## config.mk

```make
export PLATFORM = sky130hd
export DESIGN_NAME = rtcd_alarm_unit
export DESIGN_NICKNAME = d
export VERILOG_FILES = /design/src/shared/rtcd_pkg.sv /design/src/hdl/rtcd_alarm_match.sv /design/src/hdl/rtcd_alarm_unit.sv
export VERILOG_INCLUDE_DIRS = /design/src /design/src/shared
export SDC_FILE = /design/constraint.sdc
export NUM_CORES = 1
export LEC_CHECK = 0
export ABC_AREA = 1
export BUFFER_PORTS_ARGS = -buffer_cell sky130_fd_sc_hd__buf_2
export CORE_UTILIZATION = 40
export CTS_CLUSTER_DIAMETER = 150
export DETAILED_ROUTE_END_ITERATION = 10
export HOLD_SLACK_MARGIN = 0.1
export MAX_ROUTING_LAYER = met4
export PLACE_DENSITY_LB_ADDON = 0.15
export SYNTH_ARGS = -nofsm -noshare
export SYNTH_HDL_FRONTEND = slang
export SYNTH_SLANG_ARGS = --single-unit
```

## constraint.sdc

```tcl
create_clock -name clk_sys -period 1.7 [get_ports clk_sys]
set_input_delay 0.34 -clock clk_sys [delete_from_list [all_inputs] [get_ports clk_sys]]
set_output_delay 0.34 -clock clk_sys [all_outputs]
set_load 0.02 [all_outputs]
```

## src/shared/rtcd_cfg.svh

```systemverilog
`ifndef RTCD_CFG_SVH
`define RTCD_CFG_SVH

// Bus geometry
`define RTCD_ADDR_W        8
`define RTCD_DATA_W        32

// Register byte offsets
`define RTCD_OFS_CTRL      8'h00
`define RTCD_OFS_FLAGS     8'h04
`define RTCD_OFS_INT_STAT  8'h08
`define RTCD_OFS_INT_MASK  8'h0C
`define RTCD_OFS_AL1_TIME  8'h10
`define RTCD_OFS_AL1_DATE  8'h14
`define RTCD_OFS_AL2_TIME  8'h18
`define RTCD_OFS_AL2_DATE  8'h1C

// Control register bits
`define RTCD_CTRL_A1IRQ    0
`define RTCD_CTRL_A2IRQ    1
`define RTCD_CTRL_BKUP     2
`define RTCD_CTRL_AL2EN    3
`define RTCD_CTRL_ROUTE    4
`define RTCD_CTRL_PTRHOLD  5
`define RTCD_CTRL_W        6
`define RTCD_CTRL_RST      6'h00

// Flags register bits
`define RTCD_FLG_A1        0
`define RTCD_FLG_A2        1
`define RTCD_FLG_INBKUP    4
`define RTCD_FLG_IRQ1      8
`define RTCD_FLG_SECOND_IRQ_OUTPUT      9

// Alarm time word: seconds, minutes, hours (BCD)
`define RTCD_SEC_LSB       0
`define RTCD_MIN_LSB       8
`define RTCD_HOUR_LSB      16
// Alarm date word: date, month, repeat bits
`define RTCD_DATE_LSB      0
`define RTCD_MON_LSB       8
`define RTCD_RPT_LSB       16

`define RTCD_SEC_W         7
`define RTCD_MIN_W         7
`define RTCD_HOUR_W        6
`define RTCD_DATE_W        6
`define RTCD_MON_W         5
`define RTCD_RPT_W         5

// Interrupt status bits
`define RTCD_IRQ_W         2
`define RTCD_IRQ_RST       2'h0

// Bus responses
`define RTCD_RESP_OKAY     2'h0
`define RTCD_RESP_SLVERR   2'h2

`endif

```

## src/shared/rtcd_pkg.sv

```systemverilog
`include "rtcd_cfg.svh"

package rtcd_pkg;

  typedef logic [`RTCD_ADDR_W-1:0] rtcd_addr_t;
  typedef logic [`RTCD_DATA_W-1:0] rtcd_data_t;
  typedef logic [`RTCD_RPT_W-1:0]  rtcd_rpt_t;

  typedef enum logic [2:0] {
    RTCD_EVERY_SEC,
    RTCD_EVERY_MIN,
    RTCD_EVERY_HOUR,
    RTCD_EVERY_DAY,
    RTCD_EVERY_MONTH,
    RTCD_EVERY_YEAR
  } rtcd_mode_t;

  // Field compare enables, bit order: month, date, hour, min, sec
  typedef logic [4:0] rtcd_cmp_t;

  // Unlisted codes fall back to every second so a bad setting shows fast
  function automatic rtcd_mode_t rtcd_decode(input rtcd_rpt_t rpt);
    rtcd_mode_t m;
    m = RTCD_EVERY_SEC;
    case (rpt)
      5'h1F:   m = RTCD_EVERY_SEC;
      5'h1E:   m = RTCD_EVERY_MIN;
      5'h1C:   m = RTCD_EVERY_HOUR;
      5'h18:   m = RTCD_EVERY_DAY;
      5'h10:   m = RTCD_EVERY_MONTH;
      5'h00:   m = RTCD_EVERY_YEAR;
      default: m = RTCD_EVERY_SEC;
    endcase
    return m;
  endfunction

  function automatic rtcd_cmp_t rtcd_fields(input rtcd_mode_t m);
    rtcd_cmp_t c;
    c = 5'h00;
    unique case (m)
      RTCD_EVERY_SEC:   c = 5'h00;
      RTCD_EVERY_MIN:   c = 5'h01;
      RTCD_EVERY_HOUR:  c = 5'h03;
      RTCD_EVERY_DAY:   c = 5'h07;
      RTCD_EVERY_MONTH: c = 5'h0F;
      RTCD_EVERY_YEAR:  c = 5'h1F;
    endcase
    return c;
  endfunction

endpackage

```

## src/hdl/rtcd_alarm_match.sv

```systemverilog
`timescale 1ns/1ps
`include "rtcd_cfg.svh"

module rtcd_alarm_match (
  // Clock and reset
  input  wire logic                   clk_sys,
  input  wire logic                   rstn,
  // Calendar and tick
  input  wire logic                   tick,
  input  wire logic [`RTCD_SEC_W-1:0]  cal_sec,
  input  wire logic [`RTCD_MIN_W-1:0]  cal_min,
  input  wire logic [`RTCD_HOUR_W-1:0] cal_hour,
  input  wire logic [`RTCD_DATE_W-1:0] cal_date,
  input  wire logic [`RTCD_MON_W-1:0]  cal_mon,
  // Alarm setting
  input  wire logic                   enable,
  input  wire rtcd_pkg::rtcd_data_t   al_time,
  input  wire rtcd_pkg::rtcd_data_t   al_date,
  // Result
  output logic                        match
);
  import rtcd_pkg::*;

  rtcd_cmp_t  use_f;
  logic [4:0] eq;
  logic       match_next;

  always_comb begin
    use_f = rtcd_fields(rtcd_decode(al_date[`RTCD_RPT_LSB +: `RTCD_RPT_W]));
    eq[0] = cal_sec  == al_time[`RTCD_SEC_LSB  +: `RTCD_SEC_W];
    eq[1] = cal_min  == al_time[`RTCD_MIN_LSB  +: `RTCD_MIN_W];
    eq[2] = cal_hour == al_time[`RTCD_HOUR_LSB +: `RTCD_HOUR_W];
    eq[3] = cal_date == al_date[`RTCD_DATE_LSB +: `RTCD_DATE_W];
    eq[4] = cal_mon  == al_date[`RTCD_MON_LSB  +: `RTCD_MON_W];
    match_next = tick && enable && ((eq | ~use_f) == 5'h1F);
  end

  always_ff @(posedge clk_sys or negedge rstn) begin
    if (!rstn) begin
      match <= 1'b0;
    end else begin
      match <= match_next;
    end
  end

endmodule // rtcd_alarm_match

```

## src/hdl/rtcd_alarm_unit.sv

```systemverilog
`timescale 1ns/1ps
`include "rtcd_cfg.svh"

// Behaviour
// - Unknown repeat code acts as every second
// - Alarm match under repeat mask sets flag
// - Flag register read clears both alarm flags
// - First alarm flag drives shared interrupt when enabled
// - Second alarm flag drives second interrupt when enabled
// - Pointer on flags register holds off flags
// - Flag register read releases alarm interrupts
// - Shared interrupt in backup needs backup enable
// - Backup interrupt holds until supply, then read
// - Second alarm enable activates second alarm bytes
// - Second alarm enable resets to zero
// - Disabled second alarm bytes are user storage
// - Second interrupt in backup needs both enables
// - Repeat bits decode to six periods
module rtcd_alarm_unit (
  // Clock and reset
  input  wire logic                   clk_sys,
  input  wire logic                   rstn,
  // AXI4-Lite write address
  input  wire logic                   s_axi_awvalid,
  output logic                        s_axi_awready,
  input  wire rtcd_pkg::rtcd_addr_t   s_axi_awaddr,
  // AXI4-Lite write data
  input  wire logic                   s_axi_wvalid,
  output logic                        s_axi_wready,
  input  wire rtcd_pkg::rtcd_data_t   s_axi_wdata,
  input  wire logic [3:0]             s_axi_wstrb,
  // AXI4-Lite write response
  output logic                        s_axi_bvalid,
  input  wire logic                   s_axi_bready,
  output logic [1:0]                  s_axi_bresp,
  // AXI4-Lite read address
  input  wire logic                   s_axi_arvalid,
  output logic                        s_axi_arready,
  input  wire rtcd_pkg::rtcd_addr_t   s_axi_araddr,
  // AXI4-Lite read data
  output logic                        s_axi_rvalid,
  input  wire logic                   s_axi_rready,
  output rtcd_pkg::rtcd_data_t        s_axi_rdata,
  output logic [1:0]                  s_axi_rresp,
  // Time base and calendar from the clock counters
  input  wire logic                   tb_clk,
  input  wire logic [`RTCD_SEC_W-1:0]  cal_sec,
  input  wire logic [`RTCD_MIN_W-1:0]  cal_min,
  input  wire logic [`RTCD_HOUR_W-1:0] cal_hour,
  input  wire logic [`RTCD_DATE_W-1:0] cal_date,
  input  wire logic [`RTCD_MON_W-1:0]  cal_mon,
  // Supply state
  input  wire logic                   on_battery,
  // Interrupt pins and summary interrupt
  output logic                        shared_irq_output_n,
  output logic                        second_irq_output_n,
  output logic                        irq
);
  import rtcd_pkg::*;

  localparam int CAL_W = `RTCD_SEC_W + `RTCD_MIN_W + `RTCD_HOUR_W + `RTCD_DATE_W + `RTCD_MON_W;

  function automatic rtcd_data_t merge(input rtcd_data_t old, input rtcd_data_t nw,
                                       input logic [3:0] strb);
    rtcd_data_t r;
    r = old;
    for (int i = 0; i < 4; i++) begin
      if (strb[i]) begin
        r[i*8 +: 8] = nw[i*8 +: 8];
      end
    end
    return r;
  endfunction

  function automatic logic mapped(input rtcd_addr_t a);
    return a[1:0] == 2'h0 && a <= `RTCD_OFS_AL2_DATE;
  endfunction

  // Pin synchronisers: first stage read only by the second
  logic [2:0]       tb_sync_reg;
  logic [CAL_W-1:0] cal_meta_reg;
  logic [CAL_W-1:0] cal_sync_reg;
  logic [1:0]       bat_sync_reg;
  logic             tick;
  logic             in_bkup;

  // Register state
  logic [`RTCD_CTRL_W-1:0] ctrl_reg,     ctrl_next;
  rtcd_data_t              al1_time_reg, al1_time_next;
  rtcd_data_t              al1_date_reg, al1_date_next;
  rtcd_data_t              al2_time_reg, al2_time_next;
  rtcd_data_t              al2_date_reg, al2_date_next;
  logic                    flag1_reg,    flag1_next;
  logic                    flag2_reg,    flag2_next;
  logic                    pend1_reg,    pend1_next;
  logic                    pend2_reg,    pend2_next;
  logic                    irq1_n_reg,   irq1_n_next;
  logic                    second_irq_output_n_reg,   second_irq_output_n_next;
  logic [`RTCD_IRQ_W-1:0]  stat_reg,     stat_next;
  logic [`RTCD_IRQ_W-1:0]  mask_reg,     mask_next;
  logic                    irq_reg,      irq_next;

  // Bus state
  logic       aw_hold_reg, aw_hold_next;
  logic       w_hold_reg,  w_hold_next;
  rtcd_addr_t waddr_reg,   waddr_next;
  rtcd_data_t wdata_reg,   wdata_next;
  logic [3:0] wstrb_reg,   wstrb_next;
  logic       bvalid_reg,  bvalid_next;
  logic [1:0] bresp_reg,   bresp_next;
  logic       rvalid_reg,  rvalid_next;
  rtcd_data_t rdata_reg,   rdata_next;
  logic [1:0] rresp_reg,   rresp_next;

  logic       m1;
  logic       m2;
  logic       do_wr;
  logic       do_rd;
  logic       flags_rd;
  logic       ptr_hold;
  logic       set1;
  logic       set2;
  logic       bkup_ok;
  rtcd_data_t rd_val;

  assign tick    = tb_sync_reg[1] && !tb_sync_reg[2];
  assign in_bkup = bat_sync_reg[1];

  rtcd_alarm_match u_match1 (
    .clk_sys  (clk_sys),
    .rstn     (rstn),
    .tick     (tick),
    .cal_sec  (cal_sync_reg[0 +: `RTCD_SEC_W]),
    .cal_min  (cal_sync_reg[7 +: `RTCD_MIN_W]),
    .cal_hour (cal_sync_reg[14 +: `RTCD_HOUR_W]),
    .cal_date (cal_sync_reg[20 +: `RTCD_DATE_W]),
    .cal_mon  (cal_sync_reg[26 +: `RTCD_MON_W]),
    .enable   (1'b1),
    .al_time  (al1_time_reg),
    .al_date  (al1_date_reg),
    .match    (m1)
  );

  rtcd_alarm_match u_match2 (
    .clk_sys  (clk_sys),
    .rstn     (rstn),
    .tick     (tick),
    .cal_sec  (cal_sync_reg[0 +: `RTCD_SEC_W]),
    .cal_min  (cal_sync_reg[7 +: `RTCD_MIN_W]),
    .cal_hour (cal_sync_reg[14 +: `RTCD_HOUR_W]),
    .cal_date (cal_sync_reg[20 +: `RTCD_DATE_W]),
    .cal_mon  (cal_sync_reg[26 +: `RTCD_MON_W]),
    .enable   (ctrl_reg[`RTCD_CTRL_AL2EN]),
    .al_time  (al2_time_reg),
    .al_date  (al2_date_reg),
    .match    (m2)
  );

  always_comb begin
    rd_val = '0;
    case (s_axi_araddr)
      `RTCD_OFS_CTRL:     rd_val = {26'h0, ctrl_reg};
      `RTCD_OFS_FLAGS: begin
        rd_val[`RTCD_FLG_A1]     = flag1_reg;
        rd_val[`RTCD_FLG_A2]     = flag2_reg;
        rd_val[`RTCD_FLG_INBKUP] = in_bkup;
        rd_val[`RTCD_FLG_IRQ1]   = !irq1_n_reg;
        rd_val[`RTCD_FLG_SECOND_IRQ_OUTPUT]   = !second_irq_output_n_reg;
      end
      `RTCD_OFS_INT_STAT: rd_val = {30'h0, stat_reg};
      `RTCD_OFS_INT_MASK: rd_val = {30'h0, mask_reg};
      `RTCD_OFS_AL1_TIME: rd_val = al1_time_reg;
      `RTCD_OFS_AL1_DATE: rd_val = al1_date_reg;
      `RTCD_OFS_AL2_TIME: rd_val = al2_time_reg;
      `RTCD_OFS_AL2_DATE: rd_val = al2_date_reg;
      default:            rd_val = '0;
    endcase
  end

  always_comb begin
    // Write channels are taken independently, in either order
    aw_hold_next = aw_hold_reg;
    w_hold_next  = w_hold_reg;
    waddr_next   = waddr_reg;
    wdata_next   = wdata_reg;
    wstrb_next   = wstrb_reg;
    bvalid_next  = bvalid_reg;
    bresp_next   = bresp_reg;
    if (s_axi_awvalid && !aw_hold_reg) begin
      aw_hold_next = 1'b1;
      waddr_next   = s_axi_awaddr;
    end
    if (s_axi_wvalid && !w_hold_reg) begin
      w_hold_next = 1'b1;
      wdata_next  = s_axi_wdata;
      wstrb_next  = s_axi_wstrb;
    end
    if (bvalid_reg && s_axi_bready) begin
      bvalid_next = 1'b0;
    end
    do_wr = aw_hold_reg && w_hold_reg && !bvalid_reg;
    if (do_wr) begin
      aw_hold_next = 1'b0;
      w_hold_next  = 1'b0;
      bvalid_next  = 1'b1;
      bresp_next   = mapped(waddr_reg) ? `RTCD_RESP_OKAY : `RTCD_RESP_SLVERR;
    end

    // Read channel
    rvalid_next = rvalid_reg;
    rdata_next  = rdata_reg;
    rresp_next  = rresp_reg;
    do_rd       = s_axi_arvalid && !rvalid_reg;
    if (rvalid_reg && s_axi_rready) begin
      rvalid_next = 1'b0;
    end
    if (do_rd) begin
      rvalid_next = 1'b1;
      rdata_next  = rd_val;
      rresp_next  = mapped(s_axi_araddr) ? `RTCD_RESP_OKAY : `RTCD_RESP_SLVERR;
    end
    flags_rd = do_rd && s_axi_araddr == `RTCD_OFS_FLAGS;

    // Register writes
    ctrl_next     = ctrl_reg;
    al1_time_next = al1_time_reg;
    al1_date_next = al1_date_reg;
    al2_time_next = al2_time_reg;
    al2_date_next = al2_date_reg;
    mask_next     = mask_reg;
    stat_next     = stat_reg;
    if (do_wr) begin
      case (waddr_reg)
        `RTCD_OFS_CTRL: begin
          ctrl_next = wstrb_reg[0] ? wdata_reg[`RTCD_CTRL_W-1:0] : ctrl_reg;
        end
        `RTCD_OFS_INT_STAT: begin
          if (wstrb_reg[0]) begin
            stat_next = stat_reg & ~wdata_reg[`RTCD_IRQ_W-1:0];
          end
        end
        `RTCD_OFS_INT_MASK: begin
          mask_next = wstrb_reg[0] ? wdata_reg[`RTCD_IRQ_W-1:0] : mask_reg;
        end
        `RTCD_OFS_AL1_TIME: al1_time_next = merge(al1_time_reg, wdata_reg, wstrb_reg);
        `RTCD_OFS_AL1_DATE: al1_date_next = merge(al1_date_reg, wdata_reg, wstrb_reg);
        `RTCD_OFS_AL2_TIME: al2_time_next = merge(al2_time_reg, wdata_reg, wstrb_reg);
        `RTCD_OFS_AL2_DATE: al2_date_next = merge(al2_date_reg, wdata_reg, wstrb_reg);
        default: begin
        end
      endcase
    end

    // Matches seen while the pointer rests on flags wait for it to move
    ptr_hold   = ctrl_reg[`RTCD_CTRL_PTRHOLD];
    pend1_next = ptr_hold && (pend1_reg || m1);
    pend2_next = ptr_hold && (pend2_reg || m2);
    set1       = !ptr_hold && (pend1_reg || m1);
    set2       = !ptr_hold && (pend2_reg || m2);

    // Set beats the read-clear in the same cycle
    flag1_next = (flag1_reg && !flags_rd) || set1;
    flag2_next = (flag2_reg && !flags_rd) || set2;
    if (set1) begin
      stat_next[0] = 1'b1;
    end
    if (set2) begin
      stat_next[1] = 1'b1;
    end

    // Pins: active low; in backup only released after supply returns
    bkup_ok     = !in_bkup || ctrl_reg[`RTCD_CTRL_BKUP];
    irq1_n_next = irq1_n_reg;
    second_irq_output_n_next = second_irq_output_n_reg;
    if (flags_rd && !in_bkup) begin
      irq1_n_next = 1'b1;
      second_irq_output_n_next = 1'b1;
    end
    if (set1 && ctrl_reg[`RTCD_CTRL_A1IRQ] && ctrl_reg[`RTCD_CTRL_ROUTE] && bkup_ok) begin
      irq1_n_next = 1'b0;
    end
    if (set2 && ctrl_reg[`RTCD_CTRL_A2IRQ] && ctrl_reg[`RTCD_CTRL_AL2EN] && bkup_ok) begin
      second_irq_output_n_next = 1'b0;
    end

    irq_next = |(stat_next & mask_next);
  end

  always_ff @(posedge clk_sys or negedge rstn) begin
    if (!rstn) begin
      tb_sync_reg  <= 3'h0;
      cal_meta_reg <= '0;
      cal_sync_reg <= '0;
      bat_sync_reg <= 2'h0;
      ctrl_reg     <= `RTCD_CTRL_RST;
      al1_time_reg <= '0;
      al1_date_reg <= '0;
      al2_time_reg <= '0;
      al2_date_reg <= '0;
      flag1_reg    <= 1'b0;
      flag2_reg    <= 1'b0;
      pend1_reg    <= 1'b0;
      pend2_reg    <= 1'b0;
      irq1_n_reg   <= 1'b1;
      second_irq_output_n_reg   <= 1'b1;
      stat_reg     <= `RTCD_IRQ_RST;
      mask_reg     <= `RTCD_IRQ_RST;
      irq_reg      <= 1'b0;
      aw_hold_reg  <= 1'b0;
      w_hold_reg   <= 1'b0;
      waddr_reg    <= '0;
      wdata_reg    <= '0;
      wstrb_reg    <= 4'h0;
      bvalid_reg   <= 1'b0;
      bresp_reg    <= `RTCD_RESP_OKAY;
      rvalid_reg   <= 1'b0;
      rdata_reg    <= '0;
      rresp_reg    <= `RTCD_RESP_OKAY;
    end else begin
      tb_sync_reg  <= {tb_sync_reg[1:0], tb_clk};
      cal_meta_reg <= {cal_mon, cal_date, cal_hour, cal_min, cal_sec};
      cal_sync_reg <= cal_meta_reg;
      bat_sync_reg <= {bat_sync_reg[0], on_battery};
      ctrl_reg     <= ctrl_next;
      al1_time_reg <= al1_time_next;
      al1_date_reg <= al1_date_next;
      al2_time_reg <= al2_time_next;
      al2_date_reg <= al2_date_next;
      flag1_reg    <= flag1_next;
      flag2_reg    <= flag2_next;
      pend1_reg    <= pend1_next;
      pend2_reg    <= pend2_next;
      irq1_n_reg   <= irq1_n_next;
      second_irq_output_n_reg   <= second_irq_output_n_next;
      stat_reg     <= stat_next;
      mask_reg     <= mask_next;
      irq_reg      <= irq_next;
      aw_hold_reg  <= aw_hold_next;
      w_hold_reg   <= w_hold_next;
      waddr_reg    <= waddr_next;
      wdata_reg    <= wdata_next;
      wstrb_reg    <= wstrb_next;
      bvalid_reg   <= bvalid_next;
      bresp_reg    <= bresp_next;
      rvalid_reg   <= rvalid_next;
      rdata_reg    <= rdata_next;
      rresp_reg    <= rresp_next;
    end
  end

  // Write readies are the inverted hold flops and read ready the inverted rvalid flop, so each comes from a flop
  assign s_axi_awready       = !aw_hold_reg;
  assign s_axi_wready        = !w_hold_reg;
  assign s_axi_arready       = !rvalid_reg;
  assign s_axi_bvalid        = bvalid_reg;
  assign s_axi_bresp         = bresp_reg;
  assign s_axi_rvalid        = rvalid_reg;
  assign s_axi_rdata         = rdata_reg;
  assign s_axi_rresp         = rresp_reg;
  assign shared_irq_output_n = irq1_n_reg;
  assign second_irq_output_n = second_irq_output_n_reg;
  assign irq                 = irq_reg;

endmodule // rtcd_alarm_unit

```

==> results.yml, run 1 <==
status:
  status: "complete, no violations"
setup_path:
  cp_max_fo: 16
  critPathKind: "flip-flop to flip-flop"
  critPathCaptureType: "flip-flop"
  required_ns: 2.08
  crit_start: "s_axi_bvalid"
  rr_worst_depth: 8
  r2r_slack_ns: 0.07
  startpoint_type: "flip-flop"
  crit_arrival_ns: 2.01
  r2r-end: "al2_date_reg[24]"
  rr_startpoint: "s_axi_bvalid"
timing:
  worst_slack_ns: 0.0696
  fin_tns_setup_ns: 0
  slew_headroom_pct: 65.6
  period_needed_ns: 1.63
  rsz0062_at_grt: "yes"
  setup_viol: 0
  finalHoldViolations: 0
  period_share_pct: 95.9
  worstMarginPinSlew_ns: 0.515
  fmax_mhz: 613
  fin_worst_skew_ns: 0.0208
  drv_slew: 0
finish:
  final_util_pct: 52.6
  regArea_um2: 7410
  syn2layout_area_growth_pct: 27.7
  multi_input_area_um2: 4500
  postLayoutCellArea_um2: 16200
  num-fill-cells: 2865
  layout-drive-gt1-share_pct: 17.8
  nNetsFinal: 1775
  final_common_cell: "nand2_1"
  diodes: 0
  mostFrequentLayoutCells: "nand2_1, dfrtp_1, o21ai_0"
synthesis:
  synthesis.area_um2: 12700
  ys_types: 35
  syn_area_per_cell_um2: 8.83
  synth-seq-cells: 296
  ys_seq_area_share_pct: 58.2
  synth_edf_count: 0
  ys_warn_count: 0
  synthCells: 1440
  async_flop_share_pct: 100
  synth_flop_cell: "dfrtp_1"
clock_network:
  cts_tree: "done"
  numCtsBuffers: 35
  htreeDepth: 2
  clk_pin_slew_worst_paths_ns: 0.05
  clock_latency_ns: 0.52
  post_cts_buffers: 0
  clockBufferDepth: 3
  cts-root-buf: "clkbuf_16"
  clock-sinks: 296
detailed_routing:
  wirelength_mm: 34.9
  num_vias: 10200
  drtIter0Drc: 621
  drt_pre_antenna_iters: 5
  vias_per_cell: 4.85
  drc_errors: 0
  avgRoutedWirePerCell_um: 16.6
  drtAntennaViolNets: 0
hold_path:
  hp-class: "primary input to flip-flop"
  hold_depth: 3
  hp-start: "s_axi_wdata[31]"
  holdPathEnd: "wdata_reg[31]"
power:
  power.internal_mw: 14.0
  sw_frac_of_total_pct: 28.8
  power.share.clock_pct: 40.6
  ir_worst_vdd_mv: 0.877
  seq_power_share_pct: 43.0
  p_switching_mw: 5.67
  power_density_nw_per_um2: 1210
  leakagePower_nw: 8.07
  combPwrFrac_pct: 16.4
grt:
  grt_first_pass_wirelength_mm: 56.2
  globalRouteTotalUtil_pct: 22.9
  met1_usage_pct: 30.4
  busiest_layer: "met2"
  antenna_found_initial: 0
  grt_max_degree: 67
  grt_pass1_vias: 10300
  met3_usage_pct: 3.38
  use_met2_pct: 36.3
  grt_overflow: 0
floorplanning:
  dieArea_um2: 32500
  row_count: 64
  io_pins: 136
  core_um2: 30900
  die_x_um: 180
  initial_core_util_pct: 41.2
  dieHeight_um: 180
flow_run:
  maxCapViolCount: 0
placement:
  gp_congestion: 0.880
  dpl.hpwl_mm: 23.8
  place_area_um2: 14300
  dp_slack_ns: -0.0429
  portBuffers: 133
power by group through the flow:
stage	logic (mW)	registers (mW)	clock network, mW
finish	3.22	8.46	7.98
global route	3.61	8.56	8.50
CTS	3.25	8.46	8.16
detailed placement	3.12	8.58	0
global placement	3.07	8.57	0
floorplan	1.87	8.49	0
stage by stage:
step	hold WS, ns	total power [mW]	cells
final	0.112	19.7	2103
after global routing	0.110	20.7	2103
after CTS	0.104	19.9	2102
after detailed placement	0.228	11.7	1968
after global placement	0.231	11.6	1968
after floorplan	0.0444	10.4	1441
worst max-delay path by stage:
stage,depth (start not counted),to,slack [ns]
after global routing,8,al1_time_reg[5],-0.07
after CTS,2,s_axi_wready,0.02
after global placement,9,s_axi_rdata[8],-0.06
after detailed placement,9,s_axi_rdata[8],-0.04
after floorplan,7,s_axi_rdata[25],0.1
final,8,al2_date_reg[24],0.07
Yosys cell counts, types with 5 or more instances:
cell      number  area, um2
nor2_1       110        413
o21ai_0      143        716
nand2_2       14       87.6
inv_1        139        522
clkbuf_1      24       90.1
nor2_2         6       37.5
nor3_1         8       40.0
xnor2_1       10       87.6
inv_2          5       18.8
nand3_1      115        576
o21ai_2       16        140
dfrtp_1      294       7360
buf_2         17       85.1
o21ai_1       60        300
xor2_1        16        140
a21oi_1       43        215
buf_6          8       90.1
nand2_1      378       1420
worst max-delay path, stage by stage (launching register included):
cell,delay (ns)
dfrtp_1,0.38
inv_1,0.13
nand3_4,0.21
inv_2,0.15
nand2_2,0.08
inv_2,0.12
nand2_2,0.23
nand2_1,0.13
o21ai_1,0.07
layout make-up:
class | count | area share, %
clock buffer | 50 | 6.49
inverter | 145 | 3.35
clock inverter | 11 | 1.15
tap | 396 | 3.05
timing repair buffer | 258 | 12.7
multi-input combinational | 947 | 27.7
sequential | 296 | 45.6
cells by family (layout without fill, tap and decap cells):
group | count (synthesis) | after routing | synth area share (%)
compound gates | 263 | 263 | 10.8
xor+xnor | 26 | 26 | 1.79
buf+inv | 198 | 464 | 6.57
flops | 296 | 296 | 58.2
mux | 4 | 4 | 0.354
other cells | 1 | 2 | 0.0295
simple gates | 652 | 652 | 22.2
routing by layer:
metal  routed length [um]  up-vias
met2                16400      230
met5                    0        -
li1                     -     5075
met4                  920        0
met1                15900     4826
met3                 1640       64
what timing repair did:
action	CTS	global route
hold endpoints to repair	310	1
hold buffers	73	1
setup endpoints to repair	0	48
gates resized for setup	0	4
Note: power is estimated with default switching activity, not from simulation.
==> run 2: changes to the inputs <==
- REMOVE_ABC_BUFFERS: unset -> 1
==> run 2 against run 1 <==
Via count rose by 0.68%. Largest power group unchanged. Count of clock-buffer cells in the layout is 7 lower. Global-route usage down 1.3 points. Sequential power hardly changed. Sequential share of layout area increased by 0.53 points. Highest routed layer unchanged. Clock skew decreased by 0.0077 ns.
==> results.yml, run 2 (synthesis results as in run 1) <==
timing:
  period_needed_ns: 1.65
  finalHoldViolations: 0
  fmax_mhz: 605
  period_share_pct: 97.3
  fin_worst_skew_ns: 0.0131
  setup_viol: 0
  fin_tns_setup_ns: 0
  rsz0062_at_grt: "yes"
  holdWs_ns: 0.123
  drv_slew: 0
detailed_routing:
  num_vias: 10300
  drc_errors: 0
  vias_per_cell: 4.90
  drtIter0Drc: 804
  met3WireLength_mm: 1.35
  drtAntennaViolNets: 0
  drt_pre_antenna_iters: 5
  wirelength_mm: 33.6
  wl_met2_mm: 15.5
  met1_length_mm: 16.0
  avgRoutedWirePerCell_um: 16.0
  routed.top_layer: "met4"
floorplanning:
  row_count: 64
  initial_core_util_pct: 41.2
  die_x_um: 180
  dieArea_um2: 32500
  io_pins: 136
  core_um2: 30900
  dieHeight_um: 180
setup_path:
  critPathKind: "flip-flop to primary output"
  crit_arrival_ns: 1.31
  startpoint_type: "flip-flop"
  required_ns: 1.36
  crit_path_top_delay_cell: "dfstp_2"
  cp_max_fo: 3
  crit_chain: "clkbuf_4"
  critPathCaptureType: "primary output"
  crit_buf_inv: 1
  critPathMaxStageDelay_ns: 0.57
  path_delay_family: "flip-flops"
finish:
  nNetsFinal: 1770
  diodes: 0
  num-fill-cells: 2888
  final_common_cell: "nand2_1"
  layout-drive-gt1-share_pct: 17.1
  syn2layout_area_growth_pct: 26.3
  mostFrequentLayoutCells: "nand2_1, dfrtp_1, o21ai_0"
clock_network:
  clock-sinks: 296
  cts-root-buf: "clkbuf_16"
  clock_latency_ns: 0.56
  htreeDepth: 1
  clk_pin_slew_worst_paths_ns: 0.06
  clockBufferDepth: 3
  cts_tree: "done"
  post_cts_buffers: 0
  numCtsBuffers: 31
grt:
  grt_pass1_vias: 9982
  grt_first_pass_wirelength_mm: 54.1
  grt_overflow: 0
  grt_max_degree: 64
  antenna_found_initial: 1
  globalRouteTotalUtil_pct: 21.6
power:
  ir_worst_vdd_mv: 0.818
  leakagePower_nw: 7.93
  power_density_nw_per_um2: 1150
flow_run:
  maxCapViolCount: 0
placement:
  portBuffers: 133
  gp_congestion: 0.837
  dpl.hpwl_mm: 22.3
status:
  status: "complete, no violations"
hold_path:
  hp-class: "primary input to flip-flop"
run 2: changes by cell type in the layout (fill, tap and decap cells not counted), sizes merged:
cell         delta
buf             -8
bufinv          -2
clkbuf          -6
clkinv          +1
clkinvlp        +2
dlygate4sd3     +6
run 2: stage by stage:
stage               worst slack, ns  std cells  total power [mW]  util, %  area, um2
finish                       0.0464       2096              18.5     52.0      16100
global route                -0.0780       2096              19.4     52.0      16100
CTS                          0.0107       2096              18.7     52.0      16100
detailed placement          -0.0156       1961              11.6     46.0      14200
global placement           -0.00602       1961              11.5     46.0      14200
floorplan                    -0.706       1388              10.3        -      12400
run 2: routing by layer:
layer,track usage (%),vias to the layer above
li1,-,5080
met2,34.0,218
met1,29.9,4922
met3,2.75,44
met4,4.92,0
met5,-,-
run 2: layout make-up:
cell class,instances,area [um2],area share [%]
flip-flops and latches,296,7410,46.1
clock buffers,43,901,5.61
repair buffers,257,2080,13.0
clock inverters,12,146,0.911
multi-input cells,947,4480,27.9
well taps,396,495,3.08
inverters,145,544,3.39
run 2: timing repair:
item	4_1_cts	5_1_grt
resized for setup	0	2
setup endpoints to repair	0	63
endpoints found under the hold margin	373	0
hold buffers	80	0
run 2: worst paths after layout:
| check | slack (ns) | endpoint | cells past startpoint | startpoint |
|---|---|---|---|---|
| worst max-delay path | 0.05 | shared_irq_output_n | 1 | shared_irq_output_n |
| worst min-delay path | 0.12 | s_axi_rresp[1] | 3 | s_axi_araddr[5] |
| worst max register to register | 0.10 | al1_time_reg[19] | 8 | waddr_reg[1] |
| worst min register to register | 0.35 | cal_sync_reg[14] | 0 | cal_meta_reg[14] |
| max in group asynchronous | 0.80 | shared_irq_output_n | 3 | rstn |
| min in group asynchronous | 0.26 | cal_meta_reg[18] | 2 | rstn |
run 2: where the power goes:
part	switching (mW)	internal (mW)	total (mW)	leakage, nW
combinational	2.06	1.02	3.08	3.62
sequential	0.562	7.90	8.46	3.80
clock	2.81	4.13	6.94	0.511
total	5.43	13.1	18.5	7.93
==> run 3: changes to the inputs <==
- RECOVER_POWER: unset -> 100
==> run 3 against run 2 <==
Wire length is essentially flat. Critical path depth is the same. Fmax about the same. Global-route usage unchanged. Clock skew decreased by 0.00061 ns. Count of clock-buffer cells in the layout unchanged. Hold slack hardly changed. First-iteration DRC count down 6.7%. Critical endpoint unchanged.
==> results.yml, run 3 (synthesis results as in run 1) <==
floorplanning:
  initial_core_util_pct: 41.2
  dieHeight_um: 180
  io_pins: 136
  die_x_um: 180
  core_um2: 30900
  dieArea_um2: 32500
  row_count: 64
finish:
  syn2layout_area_growth_pct: 24.3
  layout-drive-gt1-share_pct: 14.4
  nNetsFinal: 1770
  diodes: 0
  final_common_cell: "nand2_1"
  mostFrequentLayoutCells: "nand2_1, dfrtp_1, o21ai_0"
grt:
  met3_usage_pct: 2.75
  met1_usage_pct: 29.9
  grt_pass1_vias: 9982
  globalRouteTotalUtil_pct: 21.6
  use_met2_pct: 34.0
  grt_overflow: 0
  grt_max_degree: 64
  grt_first_pass_wirelength_mm: 54.1
  busiest_layer: "met2"
  antenna_found_initial: 1
setup_path:
  crit_path_top_delay_cell: "dfstp_2"
  cp_max_fo: 3
  critPathKind: "flip-flop to primary output"
  crit_chain: "clkbuf_4"
  crit_buf_inv: 1
  crit_arrival_ns: 1.31
  required_ns: 1.36
  critPathMaxStageDelay_ns: 0.57
  path_delay_family: "flip-flops"
  startpoint_type: "flip-flop"
  critPathCaptureType: "primary output"
timing:
  fmax_mhz: 605
  period_needed_ns: 1.65
  worstMarginPinSlew_ns: 0.899
  fin_worst_skew_ns: 0.0124
  holdWs_ns: 0.124
  period_share_pct: 97.2
  drv_slew: 0
  worst_slack_ns: 0.0476
  finalHoldViolations: 0
  slew_headroom_pct: 40.1
  setup_viol: 0
  rsz0062_at_grt: "yes"
power:
  leakagePower_nw: 7.71
  power.share.clock_pct: 37.8
  seq_power_share_pct: 46.1
  power.internal_mw: 13.0
  sw_frac_of_total_pct: 29.4
  ir_worst_vdd_mv: 0.819
  combPwrFrac_pct: 16.1
  p_switching_mw: 5.40
  power_density_nw_per_um2: 1160
clock_network:
  numCtsBuffers: 31
  clock-sinks: 296
  cts_tree: "done"
  clockBufferDepth: 3
  htreeDepth: 1
  cts-root-buf: "clkbuf_16"
  clock_latency_ns: 0.56
  clk_pin_slew_worst_paths_ns: 0.06
detailed_routing:
  num_vias: 10300
  avgRoutedWirePerCell_um: 16.0
  drc_errors: 0
  drt_pre_antenna_iters: 5
  vias_per_cell: 4.90
  drtAntennaViolNets: 0
  drtIter0Drc: 750
  wirelength_mm: 33.6
placement:
  portBuffers: 133
  gp_congestion: 0.837
  dpl.hpwl_mm: 22.3
  dp_slack_ns: -0.0156
status:
  status: "complete, no violations"
flow_run:
  maxCapViolCount: 0
hold_path:
  hp-class: "primary input to flip-flop"
==> run 3: cell type report <==
type	count	area [um2]
Clock inverter	12	146
Tap cell	396	495
Sequential cell	296	7410
Inverter	145	544
Timing Repair Buffer	257	1860
Fill cell	2933	15100
Clock buffer	43	901
Multi-Input combinational cell	947	4460
==> run 3: worst paths after layout <==
path	slack, ns	cells past startpoint	startpoint	endpoint
max	0.05	1	shared_irq_output_n	shared_irq_output_n
min	0.12	3	s_axi_araddr[5]	s_axi_rresp[1]
max reg2reg	0.10	7	waddr_reg[1]	al1_time_reg[18]
min reg2reg	0.35	0	cal_meta_reg[14]	cal_sync_reg[14]
max in group asynchronous	0.18	3	rstn	al1_time_reg[26]
min in group asynchronous	0.45	2	rstn	cal_meta_reg[18]
==> run 3: power groups by stage <==
stage / sequential, mW / combinational (mW) / clock [mW]
after global routing: 8.57 / 3.35 / 7.36
after detailed placement: 8.58 / 2.99 / 0
after global placement: 8.57 / 2.95 / 0
after floorplan: 8.49 / 1.83 / 0
final: 8.46 / 2.96 / 6.94
after CTS: 8.46 / 3.14 / 7.09
==> run 3: tightest hold or removal path, stage by stage <==
cell	delay (ns)
buf_2	0.10
nor3_1	0.05
o21ai_0	0.15
==> run 3: metrics by stage <==
| stage | utilization [%] | power [mW] | TNS, ns | instances | instance area (um2) |
|---|---|---|---|---|---|
| floorplan | - | 10.3 | -32.32 | 1388 | 12400 |
| global placement | 46.0 | 11.5 | -0.00602 | 1961 | 14200 |
| detailed placement | 46.0 | 11.6 | -0.0156 | 1961 | 14200 |
| CTS | 52.0 | 18.7 | 0 | 2096 | 16100 |
| global route | 51.2 | 19.3 | -2.80 | 2096 | 15800 |
| finish | 51.2 | 18.4 | 0 | 2096 | 15800 |
==> run 3: per-layer routing <==
layer / wire length [um] / up-vias
li1: - / 5078
met1: 16000 / 4900
met2: 15500 / 242
met3: 1420 / 44
met4: 733 / 0
met5: 0 / -
==> run 3: what timing repair did <==
item / 4_1_cts / 5_1_grt
setup buffers: 0 / 0
endpoints found under the hold margin: 373 / 0
endpoints found under the setup margin: 0 / 63
hold buffers: 80 / 0
gates resized for setup: 0 / 2
